### config.mk
export PLATFORM = sky130hd
export DESIGN_NAME = ixadd_lookahead
export DESIGN_NICKNAME = d
export VERILOG_FILES = /design/src/rtl/ixadd_pkg.sv /design/src/rtl/ixadd_lookahead.sv
export VERILOG_INCLUDE_DIRS = /design/src /design/src/rtl
export SDC_FILE = /design/constraint.sdc
export NUM_CORES = 1
export LEC_CHECK = 0
export ABC_AREA = 0
export BUFFER_PORTS_ARGS = -buffer_cell sky130_fd_sc_hd__buf_2
export CORE_MARGIN = 2
export CORE_UTILIZATION = 30
export CTS_BUF_LIST = sky130_fd_sc_hd__clkbuf_16
export CTS_CLUSTER_DIAMETER = 120
export DETAILED_ROUTE_END_ITERATION = 8
export SETUP_SLACK_MARGIN = 0.05
export SLEW_MARGIN = 40
export SYNTH_ARGS = -nofsm -noshare
export SYNTH_HDL_FRONTEND = slang
export SYNTH_SLANG_ARGS = --single-unit
### constraint.sdc
create_clock -name clk -period 0.8 [get_ports clk]
set_input_delay 0.04 -clock clk [delete_from_list [all_inputs] [get_ports clk]]
set_output_delay 0.04 -clock clk [all_outputs]
set_load 0.05 [all_outputs]
### src/rtl/ixadd_defines.svh
`ifndef IXADD_DEFINES_SVH
`define IXADD_DEFINES_SVH

// Datapath shape: positions 3 (bit 14) through 17 (bit 0)
`define IXADD_WIDTH 15
`define IXADD_GRP_SIZE 5
`define IXADD_NUM_GRP 3

// Reset and forced operand values
`define IXADD_LATCH_RST 15'h0000
`define IXADD_ONES 15'h7FFF
`define IXADD_HOT_LOW 15'h0001
`define IXADD_CARRY_RST 1'h0

// Source and destination counts
`define IXADD_NSRC_A 6
`define IXADD_NSRC_B 4
`define IXADD_NDEST 8

`endif

### src/rtl/ixadd_pkg.sv
`include "ixadd_defines.svh"

package ixadd_pkg;

	// Input A gates, at most one honoured per cycle
	typedef struct packed {
		logic srAddr;
		logic srDecr;
		logic ibrAddr;
		logic pc;
		logic ar;
		logic xr;
	} ixadd_srcA_t;

	// Input B gates, at most one honoured per cycle
	typedef struct packed {
		logic xrComp;
		logic xrTrue;
		logic onesAll;
		logic hotLow;
	} ixadd_srcB_t;

	// Receivers of the latch output
	typedef struct packed {
		logic xr;
		logic pc;
		logic ar;
		logic instruction_backup_register;
		logic srHigh;
		logic srLow;
		logic shiftCnt;
		logic memory_address_register;
	} ixadd_dest_t;

endpackage

### src/rtl/ixadd_lookahead.sv
`timescale 1ns/100ps
`default_nettype none

// Summary of operation
// (RL1) Upper groups drive any-generate and generate-or-propagate; carry needs both.
// (RL2) Any-generate is high when some position has both operands one.
// (RL3) Generate-or-propagate: all propagate, or non-lowest generate propagated above.
// (RL4) Group carry: lower group generates, or propagates a carry from below.
// (RL5) Every group carry formed directly from lower group outputs, no ripple.
// (RL6) Lowest group carries on internal generate, or input carry with all propagate.
// (RL7) Top-end carry out computed by lookahead from group outputs.
// (RL8) Address modify: instruction address on A, complemented index on B.
// (RL9) Increment: counter, address or backup register on A, one at position 17.
// (RL10) Ones in all B positions decrement; one at 17 alone increments.
// (RL11) Data path output routed to storage register halves or shift counter.
// (RL12) During overlap the output supplies a second address to the address switch.
// (RL13) Tag zero forces all B ones plus carry, leaving address unchanged.
// (RL14) Latch captures sum every clock; destination loads from latch next period.
// (RL15) Four flops remember which register receives the latch output.
// (RL16) At most one source enabled on A and on B per cycle.
// (RL17) Propagate is A or B; generate is A and B per position.
// (RL18) Exclusive-or formed per position, used only inside it.
// (RL19) Fifteen positions 3 to 17, three groups of five.
// (RL20) Second and third groups use the two-output group structure.
// (RL21) Sum is operand exclusive-or with the carry into the position.
// (RL22) Whole add is combinational, settling within one clock period.
module ixadd_lookahead
	import ixadd_pkg::*;
#(
	// Shape of the datapath
	parameter int WIDTH = `IXADD_WIDTH,
	parameter int GRP_SIZE = `IXADD_GRP_SIZE,
	parameter int NUM_GRP = `IXADD_NUM_GRP
) (
	input wire logic clk,
	input wire logic rst_b,
	// Gates and controls
	input wire ixadd_srcA_t gateA,
	input wire ixadd_srcB_t gateB,
	input wire ixadd_dest_t destReq,
	input wire logic carryInLow,
	input wire logic tagZero,
	// Operand sources
	input wire logic [WIDTH-1:0] srAddrIn,
	input wire logic [WIDTH-1:0] srDecrIn,
	input wire logic [WIDTH-1:0] ibrAddrIn,
	input wire logic [WIDTH-1:0] pcIn,
	input wire logic [WIDTH-1:0] arIn,
	input wire logic [WIDTH-1:0] xrIn,
	// Latched results
	output logic [WIDTH-1:0] latchOut,
	output ixadd_dest_t destLoad,
	output logic carryOut
);

	// Gate requests, raw and cut to one each
	logic [`IXADD_NSRC_A-1:0] rawA;
	logic [`IXADD_NSRC_A-1:0] oneA;
	logic [`IXADD_NSRC_B-1:0] rawB;
	logic [`IXADD_NSRC_B-1:0] oneB;

	// Honoured gates
	ixadd_srcA_t selA;
	ixadd_srcB_t selB;

	// Gated operands and the carry into position 17
	logic [WIDTH-1:0] opA;
	logic [WIDTH-1:0] opBGate;
	logic [WIDTH-1:0] opB;
	logic carryIn;

	// Per-position terms
	logic [WIDTH-1:0] prop;
	logic [WIDTH-1:0] gen;
	logic [WIDTH-1:0] xorAB;
	logic [WIDTH-1:0] bitCarry;
	logic [WIDTH-1:0] sum;

	// Per-group lookahead outputs
	logic [NUM_GRP-1:0] grpAny;
	logic [NUM_GRP-1:0] grpGop;
	logic [NUM_GRP-1:0] grpFull;
	logic [NUM_GRP-1:0] grpAllP;
	logic [NUM_GRP-1:0] grpGen;
	logic [NUM_GRP-1:0] grpPass;
	logic [NUM_GRP:0] grpCarry;
	logic carryLook;

	// Latch and receiver delay flops
	logic [WIDTH-1:0] latch_q;
	logic [3:0] regDest_q;
	logic [3:0] pathDest_q;
	logic carry_q;

	// Generate from positions first..top, each passed through all positions above
	// Built from position terms only, no carry enters
	function automatic logic genUp(input logic [GRP_SIZE-1:0] g, input logic [GRP_SIZE-1:0] p,
		input int first);
		logic acc;
		logic chain;

		acc = 1'b0;
		chain = 1'b1;
		for (int k = GRP_SIZE - 1; k >= first; k--) begin
			acc = acc | (g[k] & chain);
			chain = chain & p[k];
		end
		return acc;
	endfunction

	// Carry into local position j, expanded from position inputs and the carry into the group
	// No ripple: each position sees all lower terms at once
	function automatic logic localCarry(input logic [GRP_SIZE-1:0] g, input logic [GRP_SIZE-1:0] p,
		input logic cin, input int j);
		logic acc;
		logic chain;

		acc = 1'b0;
		chain = 1'b1;
		for (int k = j - 1; k >= 0; k--) begin
			acc = acc | (g[k] & chain);
			chain = chain & p[k];
		end
		return acc | (chain & cin);
	endfunction

	// Keep only the lowest requested gate on input A
	always_comb begin
		rawA = gateA;
		oneA = rawA & (~rawA + `IXADD_NSRC_A'(1)); // RL16
		selA = oneA;
	end

	// Same for input B
	always_comb begin
		rawB = gateB;
		oneB = rawB & (~rawB + `IXADD_NSRC_B'(1)); // RL16
		selB = oneB;
	end

	// Operand A from the honoured source
	always_comb begin
		// No gate leaves the operand at zero
		opA = '0;
		if (selA.srAddr) begin
			opA = srAddrIn; // RL8
		end
		if (selA.srDecr) begin
			opA = srDecrIn;
		end
		if (selA.ibrAddr) begin
			opA = ibrAddrIn; // RL8
		end
		if (selA.pc) begin
			opA = pcIn; // RL9
		end
		if (selA.ar) begin
			opA = arIn; // RL9
		end
		if (selA.xr) begin
			opA = xrIn;
		end
	end

	// Operand B from the gates alone
	always_comb begin
		opBGate = '0;
		if (selB.xrComp) begin
			opBGate = ~xrIn; // RL8
		end
		if (selB.xrTrue) begin
			opBGate = xrIn;
		end
		if (selB.onesAll) begin
			opBGate = `IXADD_ONES; // RL10
		end
		if (selB.hotLow) begin
			opBGate = `IXADD_HOT_LOW; // RL9
		end
	end

	// Tag zero overrides the gates: all ones and a carry
	always_comb begin
		opB = opBGate;
		carryIn = carryInLow;
		if (tagZero) begin
			opB = `IXADD_ONES; // RL13
			carryIn = 1'h1; // RL13
		end
	end

	// Per-position propagate and generate
	genvar bi;
	generate
		for (bi = 0; bi < WIDTH; bi++) begin : g_bit
			assign prop[bi] = opA[bi] | opB[bi]; // RL17
			assign gen[bi] = opA[bi] & opB[bi]; // RL17
		end
	endgenerate

	// Local exclusive-or, never leaves the position
	genvar xi;
	generate
		for (xi = 0; xi < WIDTH; xi++) begin : g_xor
			assign xorAB[xi] = opA[xi] ^ opB[xi]; // RL18
		end
	endgenerate

	// Sum from local exclusive-or and the carry into the position
	genvar si;
	generate
		for (si = 0; si < WIDTH; si++) begin : g_sum
			assign sum[si] = xorAB[si] ^ bitCarry[si]; // RL21
		end
	endgenerate

	// Group outputs
	genvar gi;
	generate
		for (gi = 0; gi < NUM_GRP; gi++) begin : g_grp
			logic [GRP_SIZE-1:0] gp;
			logic [GRP_SIZE-1:0] gg;
			assign gp = prop[gi*GRP_SIZE +: GRP_SIZE]; // RL19
			assign gg = gen[gi*GRP_SIZE +: GRP_SIZE];
			assign grpAny[gi] = |gg; // RL2
			assign grpAllP[gi] = &gp;
			assign grpGop[gi] = grpAllP[gi] | genUp(gg, gp, 1); // RL3 RL20
			assign grpFull[gi] = genUp(gg, gp, 0);
		end
	endgenerate

	// In-group carries from position terms and the group carry
	genvar hi;
	genvar ji;
	generate
		for (hi = 0; hi < NUM_GRP; hi++) begin : g_cin
			for (ji = 0; ji < GRP_SIZE; ji++) begin : g_pos
				assign bitCarry[hi*GRP_SIZE + ji] = localCarry(gen[hi*GRP_SIZE +: GRP_SIZE],
					prop[hi*GRP_SIZE +: GRP_SIZE], grpCarry[hi], ji); // RL22
			end
		end
	endgenerate

	// Group generate and pass, lowest group from its own positions
	genvar ci;
	generate
		for (ci = 0; ci < NUM_GRP; ci++) begin : g_term
			if (ci == 0) begin : g_low
				assign grpGen[ci] = grpFull[ci]; // RL6
				assign grpPass[ci] = grpAllP[ci]; // RL6
			end else begin : g_up
				assign grpGen[ci] = grpAny[ci] & grpGop[ci]; // RL1
				assign grpPass[ci] = grpGop[ci]; // RL4
			end
		end
	endgenerate

	// Group carries, each formed from all lower group outputs at once
	always_comb begin
		logic acc;
		logic chain;
		acc = 1'b0;
		chain = 1'b1;
		grpCarry = '0;
		// Lowest group sees the input carry
		grpCarry[0] = carryIn;
		grpCarry[1] = grpFull[0] | (grpAllP[0] & carryIn); // RL6
		// Upper groups: generate, or pass what arrives
		for (int k = 2; k <= NUM_GRP; k++) begin
			acc = 1'b0;
			chain = 1'b1;
			for (int j = k - 1; j >= 1; j--) begin
				acc = acc | (grpAny[j] & grpGop[j] & chain); // RL1 RL4
				chain = chain & grpGop[j];
			end
			grpCarry[k] = acc | (chain & grpCarry[1]); // RL4 RL5 RL7
		end
	end

	// Top-end carry straight from group terms, not from group carries
	always_comb begin
		logic outAcc;
		logic outChain;
		outAcc = 1'h0;
		outChain = 1'h1;
		for (int k = NUM_GRP - 1; k >= 0; k--) begin
			outAcc = outAcc | (grpGen[k] & outChain); // RL7
			outChain = outChain & grpPass[k];
		end
		carryLook = outAcc | (outChain & carryIn); // RL7
	end

	// Free-running latch
	// The receiving registers are plain flops; this is their one delay
	always_ff @(posedge clk or negedge rst_b) begin
		if (!rst_b) begin
			latch_q <= `IXADD_LATCH_RST;
		end else begin
			latch_q <= sum; // RL14
		end
	end

	// Four flops remember the register receiver after the gate drops
	always_ff @(posedge clk or negedge rst_b) begin
		if (!rst_b) begin
			regDest_q <= '0;
		end else begin
			regDest_q[3] <= destReq.xr; // RL15
			regDest_q[2] <= destReq.pc; // RL15
			regDest_q[1] <= destReq.ar; // RL15
			regDest_q[0] <= destReq.instruction_backup_register; // RL15
		end
	end

	// Data path and overlap receivers ride the same delay
	always_ff @(posedge clk or negedge rst_b) begin
		if (!rst_b) begin
			pathDest_q <= '0;
		end else begin
			pathDest_q[3] <= destReq.srHigh; // RL11
			pathDest_q[2] <= destReq.srLow; // RL11
			pathDest_q[1] <= destReq.shiftCnt; // RL11
			pathDest_q[0] <= destReq.memory_address_register; // RL12
		end
	end

	// Carry out held beside the latch
	always_ff @(posedge clk or negedge rst_b) begin
		if (!rst_b) begin
			carry_q <= `IXADD_CARRY_RST;
		end else begin
			carry_q <= carryLook; // RL7
		end
	end

	// Outputs straight from the flops
	assign latchOut = latch_q; // RL14
	assign destLoad = ixadd_dest_t'({regDest_q, pathDest_q}); // RL15
	assign carryOut = carry_q;

endmodule

`default_nettype wire

==> flow_metrics.py, run 1 <==
metrics = {
    "flow_run": {
        "cap_violations": 0,
    },
    "sta": {
        "fin_ws_ns": -1.59,
        "rsz0062_at_grt": "true",
        "slew_viol_final": 0,
        "setup_violations": 40,
        "relSlewSlack": 0.761,
        "fmax_ghz": 0.419,
        "min_period_over_period": 2.99,
        "timing_hold_violations_final": 0,
        "tightest_slew_ns": 0.354,
        "finalCriticalPeriod_ns": 2.39,
        "final.setup.tns_ns": -19.62,
    },
    "cells_and_area": {
        "nets": 696,
        "multi_input_area_um2": 2440,
        "drive_gt1_frac": 0.576,
        "syn_to_final_growth_pct": 75.1,
        "fin_util": 0.535,
        "antenna_cells": 0,
        "num-fill-cells": 866,
        "final_area_um2": 4900,
        "regArea_um2": 601,
    },
    "placement": {
        "gp_congestion": 0.878,
        "io_buffers": 135,
        "preCtsSetupSlack_ns": -2.04,
        "dpl_cell_area_um2": 4120,
        "dp_hpwl_um": 7790,
    },
    "critical_path": {
        "arrival_ns": 2.54,
        "cp_max_fo": 3,
        "worst_setup_path_end_kind": "register",
        "cp-start-kind": "primary input",
        "required_ns": 0.95,
        "setup.worst_path.class": "in -> reg",
        "crit_start": "gateA[4]",
    },
    "clock_tree": {
        "cts_buffers": 3,
        "cts_root_buf": "clkbuf_16",
        "clk_pin_slew_worst_paths_ns": 0.06,
        "clock-sinks": 24,
        "cts_tree": "built",
        "clock_path_buffers": 2,
        "htreeDepth": 1,
    },
    "synth": {
        "synth.area.top_cells": "dfrtp_1 (21%), ha_1 (13%), nor2_1 (9.1%)",
        "yosysTopAreaCell": "dfrtp_1",
        "ys_async_sr_fraction": 1.00,
        "avgSynthCellArea_um2": 8.02,
        "synth_edf_count": 0,
        "synth_common_cells": "nor2_1 (68), a22oi_1 (30), ha_1 (30)",
        "yosysSeqAreaShare": 0.215,
        "ys.flop_type": "dfrtp_1",
        "yosysMostFrequentCell": "nor2_1",
        "postSynthCellCount": 349,
        "synthDominantCellAreaShare": 0.215,
        "ys_ff_latch": 24,
        "synth_cell_type_count": 37,
        "synth_area_um2": 2800,
        "syn-num-nets": 494,
        "yosysWarnings": 0,
    },
    "floorplanning": {
        "rows": 35,
        "die_x_um": 101,
        "start_util": 0.306,
        "dieArea_um2": 10100,
        "pin_count": 136,
        "die_h_um": 101,
        "core_um2": 9150,
    },
    "grt": {
        "grt_antenna_before_repair": 0,
        "grt-ovfl-total": 0,
        "grt.total_usage": 0.179,
        "grt_pass1_vias": 3113,
        "grt_pass1_wl_um": 14800,
        "grt_start_max_net_pins": 25,
    },
    "routing": {
        "drtAntennaViolNets": 0,
        "drt_iter0_drc": 76,
        "firstDrtPassIters": 4,
        "detail_route.wl_per_cell_um": 14.2,
        "vias_per_cell": 4.99,
        "routed_wl_um": 9370,
        "vias": 3297,
        "route.detailed.drc": 0,
    },
    "power_and_ir_drop": {
        "p_per_area_nw_per_um2": 1500,
        "clkPwrFrac": 0.142,
        "switching_share": 0.416,
        "combPwrFrac": 0.638,
        "internal_power_w": 0.00428,
        "ir_worst_vdd_mv": 0.931,
        "p_leak_nw": 2.28,
        "p_seq_frac": 0.221,
        "total_power_w": 0.00733,
        "p_switching_w": 0.00305,
    },
    "outcome": {
        "status": "complete, but fails checks",
        "violations": "negative setup slack",
    },
    "min_path": {
        "hold_class": "in -> async",
    },
}
layout by cell type, fill, tap and decap left out, types with 5 or more instances in the layout:
cell type / count
a211oi_1: 12
buf_4: 68
nand2_1: 18
a22oi_2: 8
ha_1: 20
a22oi_1: 22
dfrtp_1: 24
o221a_2: 13
dlygate4sd3_1: 9
xnor2_1: 7
nor3_1: 5
nor2_2: 7
nor2_1: 60
o221ai_1: 12
a21oi_2: 14
ha_4: 6
buf_2: 105
or2_2: 13
inv_1: 12
a21oi_1: 7
buf_6: 35
area by class of cell:
cell class,instances,share of cell area
clock inverter,1,0.000766
multi-input combinational,286,0.498
tap,111,0.0283
inverter,15,0.0120
sequential,24,0.123
clock buffer,3,0.0153
timing repair buffer,221,0.323
what timing repair did:
| action | 4_1_cts | 5_1_grt |
|---|---|---|
| endpoints found under the setup margin | 40 | 64 |
| setup buffers | 5 | 7 |
| endpoints found under the hold margin | 32 | 0 |
| pin swaps | 11 | 16 |
| hold buffers | 9 | 0 |
| gates resized for setup | 84 | 49 |
power by group through the flow:
stage               clock network, W  logic [W]  registers (W)
finish                       0.00104    0.00467        0.00162
global route                 0.00111    0.00501        0.00165
CTS                          0.00108    0.00443        0.00162
detailed placement                 0    0.00384        0.00157
global placement                   0    0.00378        0.00157
floorplan                          0    0.00149        0.00260
logic make-up after synthesis:
family	count (synthesis)	share of synthesized area
AND/OR/NAND/NOR	124	0.198
AO/OA/AOI/OAI	117	0.340
buffers and inverters	39	0.0532
adder cells (fa/ha/maj)	33	0.156
flip-flops	24	0.215
XOR/XNOR	11	0.0344
multiplexers	1	0.00358
registers in the layout, summed over array words and instances (netlist names):
register and count:
carryOut 1, latchOut 15, pathDest_q 4, regDest_q 4
metal layers:
layer / routed length [µm] / vias up / global-route usage
met2: 4540 / 127 / 0.318
met4: 36 / 0 / 0.0242
met5: 0 / - / 0
li1: - / 1689 / -
met3: 561 / 4 / 0.0208
met1: 4240 / 1477 / 0.237
critical path, stage by stage:
cell and delay [ns]:
buf_8 0.10, nor2b_4 0.16, a22oi_2 0.07, nor2_1 0.13
a21oi_2 0.07, o221a_4 0.27, ha_4 0.16, o311a_4 0.39
o41ai_4 0.26, inv_2 0.09, a21oi_4 0.15, inv_2 0.07
fa_2 0.52, inv_1 0.04
worst paths after layout:
path / endpoint / cells past startpoint / slack [ns]
worst min-delay path: regDest_q[2] / 2 / 0.25
max in group asynchronous: pathDest_q[3] / 2 / 0.31
worst max-delay path: latchOut[10] / 14 / -1.59
min in group clk: latchOut[0] / 4 / 0.40
metrics by stage:
stage                     hold slack (ns)  std cells
final                               0.249        661
after global routing                0.288        661
after CTS                           0.320        656
after detailed placement           0.0469        639
after global placement             0.0457        639
after floorplan                    -0.256        349
(Power assumes the default switching activity.)
==> run 2, diff against run 1 <==
Settings changed: CORE_UTILIZATION 30 to 47, PLACE_DENSITY set to 0.81, SLEW_MARGIN 40 to 0.
==> run 2 against run 1 <==
The flow still finishes with violations (negative setup slack). Via count rose by 13%. Sequential share of layout area fell by 0.36 points. Sequential cell count did not move. Worst hold slack got worse by 0.015 ns. Global-route usage rose by 16 points. Combinational power rose by 8.8%. Final area rose by 3.1%. Core utilization rose by 33 points. Worst setup slack got worse by 0.055 ns.
==> flow_metrics.py, run 2 (synthesis results as in run 1) <==
metrics = {
    "outcome": {
        "status": "complete, but fails checks",
        "violations": "negative setup slack",
    },
    "clock_tree": {
        "cts_buffers": 3,
        "cts_root_buf": "clkbuf_16",
        "clock-sinks": 24,
        "clk_pin_slew_worst_paths_ns": 0.06,
        "clock_path_buffers": 2,
        "cts_tree": "built",
        "htreeDepth": 1,
    },
    "cells_and_area": {
        "drive_gt1_frac": 0.602,
        "largest_reg_flops": 15,
        "final_common_cell": "buf_2",
        "syn_to_final_growth_pct": 80.4,
        "antenna_cells": 0,
        "regArea_um2": 601,
        "nets": 704,
        "final_area_um2": 5050,
        "num-fill-cells": 319,
        "finalNonFillerCells": 633,
        "final_cell_mix": "buf_2 (107), buf_4 (70), nor2_1 (65)",
        "multi_input_area_um2": 2540,
    },
    "routing": {
        "vias": 3725,
        "firstDrtPassIters": 5,
        "drt_iter0_drc": 213,
        "route.detailed.drc": 0,
        "routed_wl_um": 12200,
        "drtAntennaViolNets": 0,
        "vias_per_cell": 5.88,
        "detail_route.wl_per_cell_um": 19.2,
    },
    "critical_path": {
        "arrival_ns": 2.60,
        "cp_slowest_cell": "fa_2",
        "cp-start-kind": "primary input",
        "setup.worst_path.class": "in -> reg",
        "required_ns": 0.95,
        "worst_setup_path_end_kind": "register",
        "cp_max_fo": 4,
        "path_cells": "buf_6 -> or3_4 -> o221a_4 -> ha_4 -> o311a_4 -> o41ai_4 -> inv_2 -> a21oi_4 -> inv_2 -> fa_2 -> inv_2",
        "critPathMaxStageDelay_ns": 0.54,
        "path_common_cell": "inv_2",
    },
    "placement": {
        "gp_congestion": 0.856,
        "io_buffers": 135,
        "post-place-cells": 604,
        "dpl_cell_area_um2": 4070,
        "dp_hpwl_um": 7780,
    },
    "sta": {
        "timing_hold_violations_final": 0,
        "slew_viol_final": 0,
        "relSlewSlack": 0.730,
        "final.setup.tns_ns": -21.33,
        "fin_hold_ws_ns": 0.234,
        "fmax_ghz": 0.409,
        "setup_violations": 40,
        "fin_ws_ns": -1.64,
        "finalCriticalPeriod_ns": 2.44,
        "min_period_over_period": 3.05,
        "rsz0062_at_grt": "true",
        "tightest_slew_ns": 0.406,
    },
    "floorplanning": {
        "pin_count": 136,
        "rows": 28,
        "start_util": 0.478,
        "core_um2": 5850,
        "die_h_um": 81.2,
        "dieArea_um2": 6590,
        "die_x_um": 81.2,
    },
    "power_and_ir_drop": {
        "p_leak_nw": 2.34,
        "total_power_w": 0.00815,
        "p_per_area_nw_per_um2": 1610,
        "ir_worst_vdd_mv": 2.31,
    },
    "grt": {
        "grt.total_usage": 0.336,
        "grt_antenna_before_repair": 0,
        "grt_start_max_net_pins": 30,
        "grt_pass1_wl_um": 16900,
        "grt_pass1_vias": 3555,
        "grt-ovfl-total": 0,
    },
    "min_path": {
        "hold_class": "in -> async",
    },
    "flow_run": {
        "cap_violations": 0,
    },
}
run 2: worst paths after layout:
check                         start           end  slack, ns  cells past startpoint
setup / recovery           gateA[0]  latchOut[10]      -1.64                     11
max in group asynchronous     rst_b  regDest_q[0]       0.33                      2
hold / removal                rst_b  latchOut[12]       0.23                      2
min in group clk           xrIn[11]  latchOut[11]       0.36                      5
run 2: cell type report:
class / instances / area share
clock inverter: 1 / 0.00595
multi-input combinational: 286 / 0.503
tap: 75 / 0.0186
timing repair buffer: 229 / 0.328
inverter: 15 / 0.0111
sequential: 24 / 0.119
clock buffer: 3 / 0.0149
run 2: power breakdown:
part | leakage, nW | total (W) | internal (W) | switching [W]
clock | 0.0511 | 0.00142 | 0.000995 | 0.000430
sequential | 0.280 | 0.00164 | 0.00149 | 0.000151
combinational | 2.01 | 0.00508 | 0.00223 | 0.00285
run 2: what timing repair did:
| item | 4_1_cts | 5_1_grt |
|---|---|---|
| gates cloned | 1 | 0 |
| endpoints found under the setup margin | 40 | 64 |
| endpoints found under the hold margin | 32 | 0 |
| pin swaps | 28 | 22 |
| buffers inserted | 11 | 9 |
| resized for setup | 104 | 55 |
| hold buffers | 9 | 0 |
run 2: metrics by stage:
stage | setup WS [ns] | util
final | -1.64 | 0.863
after global routing | -1.71 | 0.863
after CTS | -1.51 | 0.814
after detailed placement | -1.85 | 0.696
after global placement | -1.81 | 0.696
after floorplan | -1.97 | -
run 2: worst max-delay path, delay by kind of cell:
family                   cells  cell delay, ns
adder cells (fa/ha/maj)      2            0.70
AND/OR/NAND/NOR              1            0.42
buffers and inverters        4            0.33
AO/OA/AOI/OAI                4            1.11
run 2: metal layers:
metal,vias to the layer above,global-route usage,share of wire
met5,-,0,0
met3,54,0.0478,0.066
li1,1714,-,-
met4,0,0.158,0.048
met1,1723,0.356,0.37
met2,234,0.647,0.52
==> run 3, diff against run 2 <==
Clock period 0.8 ns to 2.78 ns, I/O delays scaled along.
==> run 3 against run 2 <==
The run now ends clean. Combinational power is 80% lower. Sequential power decreased by 73%. Die area stayed put. Via count shrank 16%. Critical endpoint unchanged. Largest power group unchanged.
==> flow_metrics.py, run 3 (synthesis results as in run 1) <==
metrics = {
    "sta": {
        "fmax_ghz": 0.385,
        "tightest_slew_ns": 0.497,
        "rsz0062_at_grt": "false",
        "relSlewSlack": 0.669,
        "min_period_over_period": 0.933,
        "finalCriticalPeriod_ns": 2.59,
        "timing_hold_violations_final": 0,
        "slew_viol_final": 0,
        "fin_ws_ns": 0.185,
        "setup_violations": 0,
    },
    "cells_and_area": {
        "antenna_cells": 0,
        "final_common_cell": "buf_2",
        "final_area_um2": 3960,
        "regArea_um2": 601,
        "multi_input_area_um2": 2110,
        "nets": 646,
        "largest_reg_flops": 15,
        "syn_to_final_growth_pct": 41.4,
        "final_cell_mix": "buf_2 (135), nor2_1 (67), a22oi_1 (29), ha_1 (29), buf_4 (25)",
        "finalNonFillerCells": 575,
        "num-fill-cells": 491,
        "drive_gt1_frac": 0.422,
    },
    "critical_path": {
        "worst_setup_path_end_kind": "register",
        "path_depth": 13,
        "cp_top_family": "compound AO/OA/AOI/OAI gates",
        "path_buf_inv": 5,
        "path_cells": "buf_2 -> nor2b_2 -> buf_4 -> a22oi_1 -> o221a_4 -> ha_4 -> o311a_4 -> o41ai_4 -> inv_2 -> a21oi_4 -> inv_2 -> fa_2 -> inv_1",
        "setup.worst_path.class": "in -> reg",
        "cp_max_fo": 12,
        "cp-start-kind": "primary input",
        "path_common_cell": "inv_2",
        "arrival_ns": 2.74,
        "required_ns": 2.93,
        "cp_slowest_cell": "fa_2",
        "critPathMaxStageDelay_ns": 0.52,
    },
    "grt": {
        "grt.total_usage": 0.248,
        "grt_start_max_net_pins": 34,
        "grt_antenna_before_repair": 0,
        "grt_pass1_vias": 2864,
        "grt_pass1_wl_um": 12900,
        "grt-ovfl-total": 0,
    },
    "floorplanning": {
        "core_um2": 5850,
        "pin_count": 136,
        "start_util": 0.478,
        "dieArea_um2": 6590,
        "die_h_um": 81.2,
        "rows": 28,
        "die_x_um": 81.2,
    },
    "clock_tree": {
        "cts_tree": "built",
        "clock_path_buffers": 2,
        "htreeDepth": 1,
        "postCtsSetupRepairBufs": 0,
        "clock-sinks": 24,
        "cts_buffers": 3,
        "clk_pin_slew_worst_paths_ns": 0.06,
        "cts_root_buf": "clkbuf_16",
    },
    "power_and_ir_drop": {
        "switching_share": 0.418,
        "clkPwrFrac": 0.211,
        "p_seq_frac": 0.236,
        "p_leak_nw": 1.93,
        "p_per_area_nw_per_um2": 476,
        "internal_power_w": 0.00110,
        "p_switching_w": 0.000788,
        "ir_worst_vdd_mv": 0.471,
        "combPwrFrac": 0.553,
    },
    "routing": {
        "detail_route.wl_per_cell_um": 14.2,
        "route.detailed.drc": 0,
        "vias_per_cell": 5.46,
        "drt_iter0_drc": 111,
        "vias": 3142,
        "drtAntennaViolNets": 0,
        "routed_wl_um": 8140,
        "firstDrtPassIters": 4,
    },
    "placement": {
        "preCtsSetupSlack_ns": -0.0517,
        "gp_congestion": 0.839,
        "dpl_cell_area_um2": 3760,
        "post-place-cells": 562,
        "dp_hpwl_um": 6930,
        "io_buffers": 135,
    },
    "flow_run": {
        "cap_violations": 0,
    },
    "outcome": {
        "status": "finished, final reports clean",
    },
    "min_path": {
        "hold_class": "in -> async",
    },
}
[run 3: stage by stage]
stage	hold slack [ns]	setup TNS, ns	power [W]	util
floorplan	-0.157	-0.104	0.00117	-
global placement	0.127	0	0.00146	0.643
detailed placement	0.134	-0.0517	0.00148	0.643
CTS	0.00797	0	0.00189	0.674
global route	0.447	0	0.00200	0.676
finish	0.391	0	0.00188	0.676
[run 3: how the worst max path moves through the flow]
stage               slack [ns]     start      endpoint
floorplan                -0.09  gateA[4]  latchOut[10]
global placement          0.03  gateA[1]  latchOut[10]
detailed placement       -0.05  gateA[1]  latchOut[10]
CTS                       0.20  gateA[1]  latchOut[10]
global route              0.09  gateA[5]  latchOut[10]
finish                    0.19  gateA[1]  latchOut[10]
[run 3: metal layers]
metal / global-route usage / share of wire / up-vias
met5: 0 / 0 / -
met4: 0.0864 / 0.021 / 0
met3: 0.0156 / 0.067 / 12
met2: 0.452 / 0.50 / 135
met1: 0.307 / 0.41 / 1409
li1: - / - / 1586
[run 3: power groups by stage]
stage | Sequential (W) | Clock (W) | Combinational, W
6_report | 0.000445 | 0.000397 | 0.00104
5_1_grt | 0.000453 | 0.000427 | 0.00112
4_1_cts | 0.000447 | 0.000405 | 0.00104
3_5_place_dp | 0.000452 | 0 | 0.00103
3_3_place_gp | 0.000452 | 0 | 0.00101
2_1_floorplan | 0.000747 | 0 | 0.000426
[run 3: final cells by class]
class	count	share of cell area
inverters	15	0.0142
multi-input cells	286	0.533
repair buffers	171	0.251
clock buffers	3	0.0190
flip-flops and latches	24	0.152
clock inverters	1	0.00759
well taps	75	0.0237
[run 3: timing repair]
action / CTS / global route
resized for setup: 0 / 1
setup endpoints to repair: 0 / 1
hold endpoints to repair: 31 / 1
hold buffers: 8 / 1
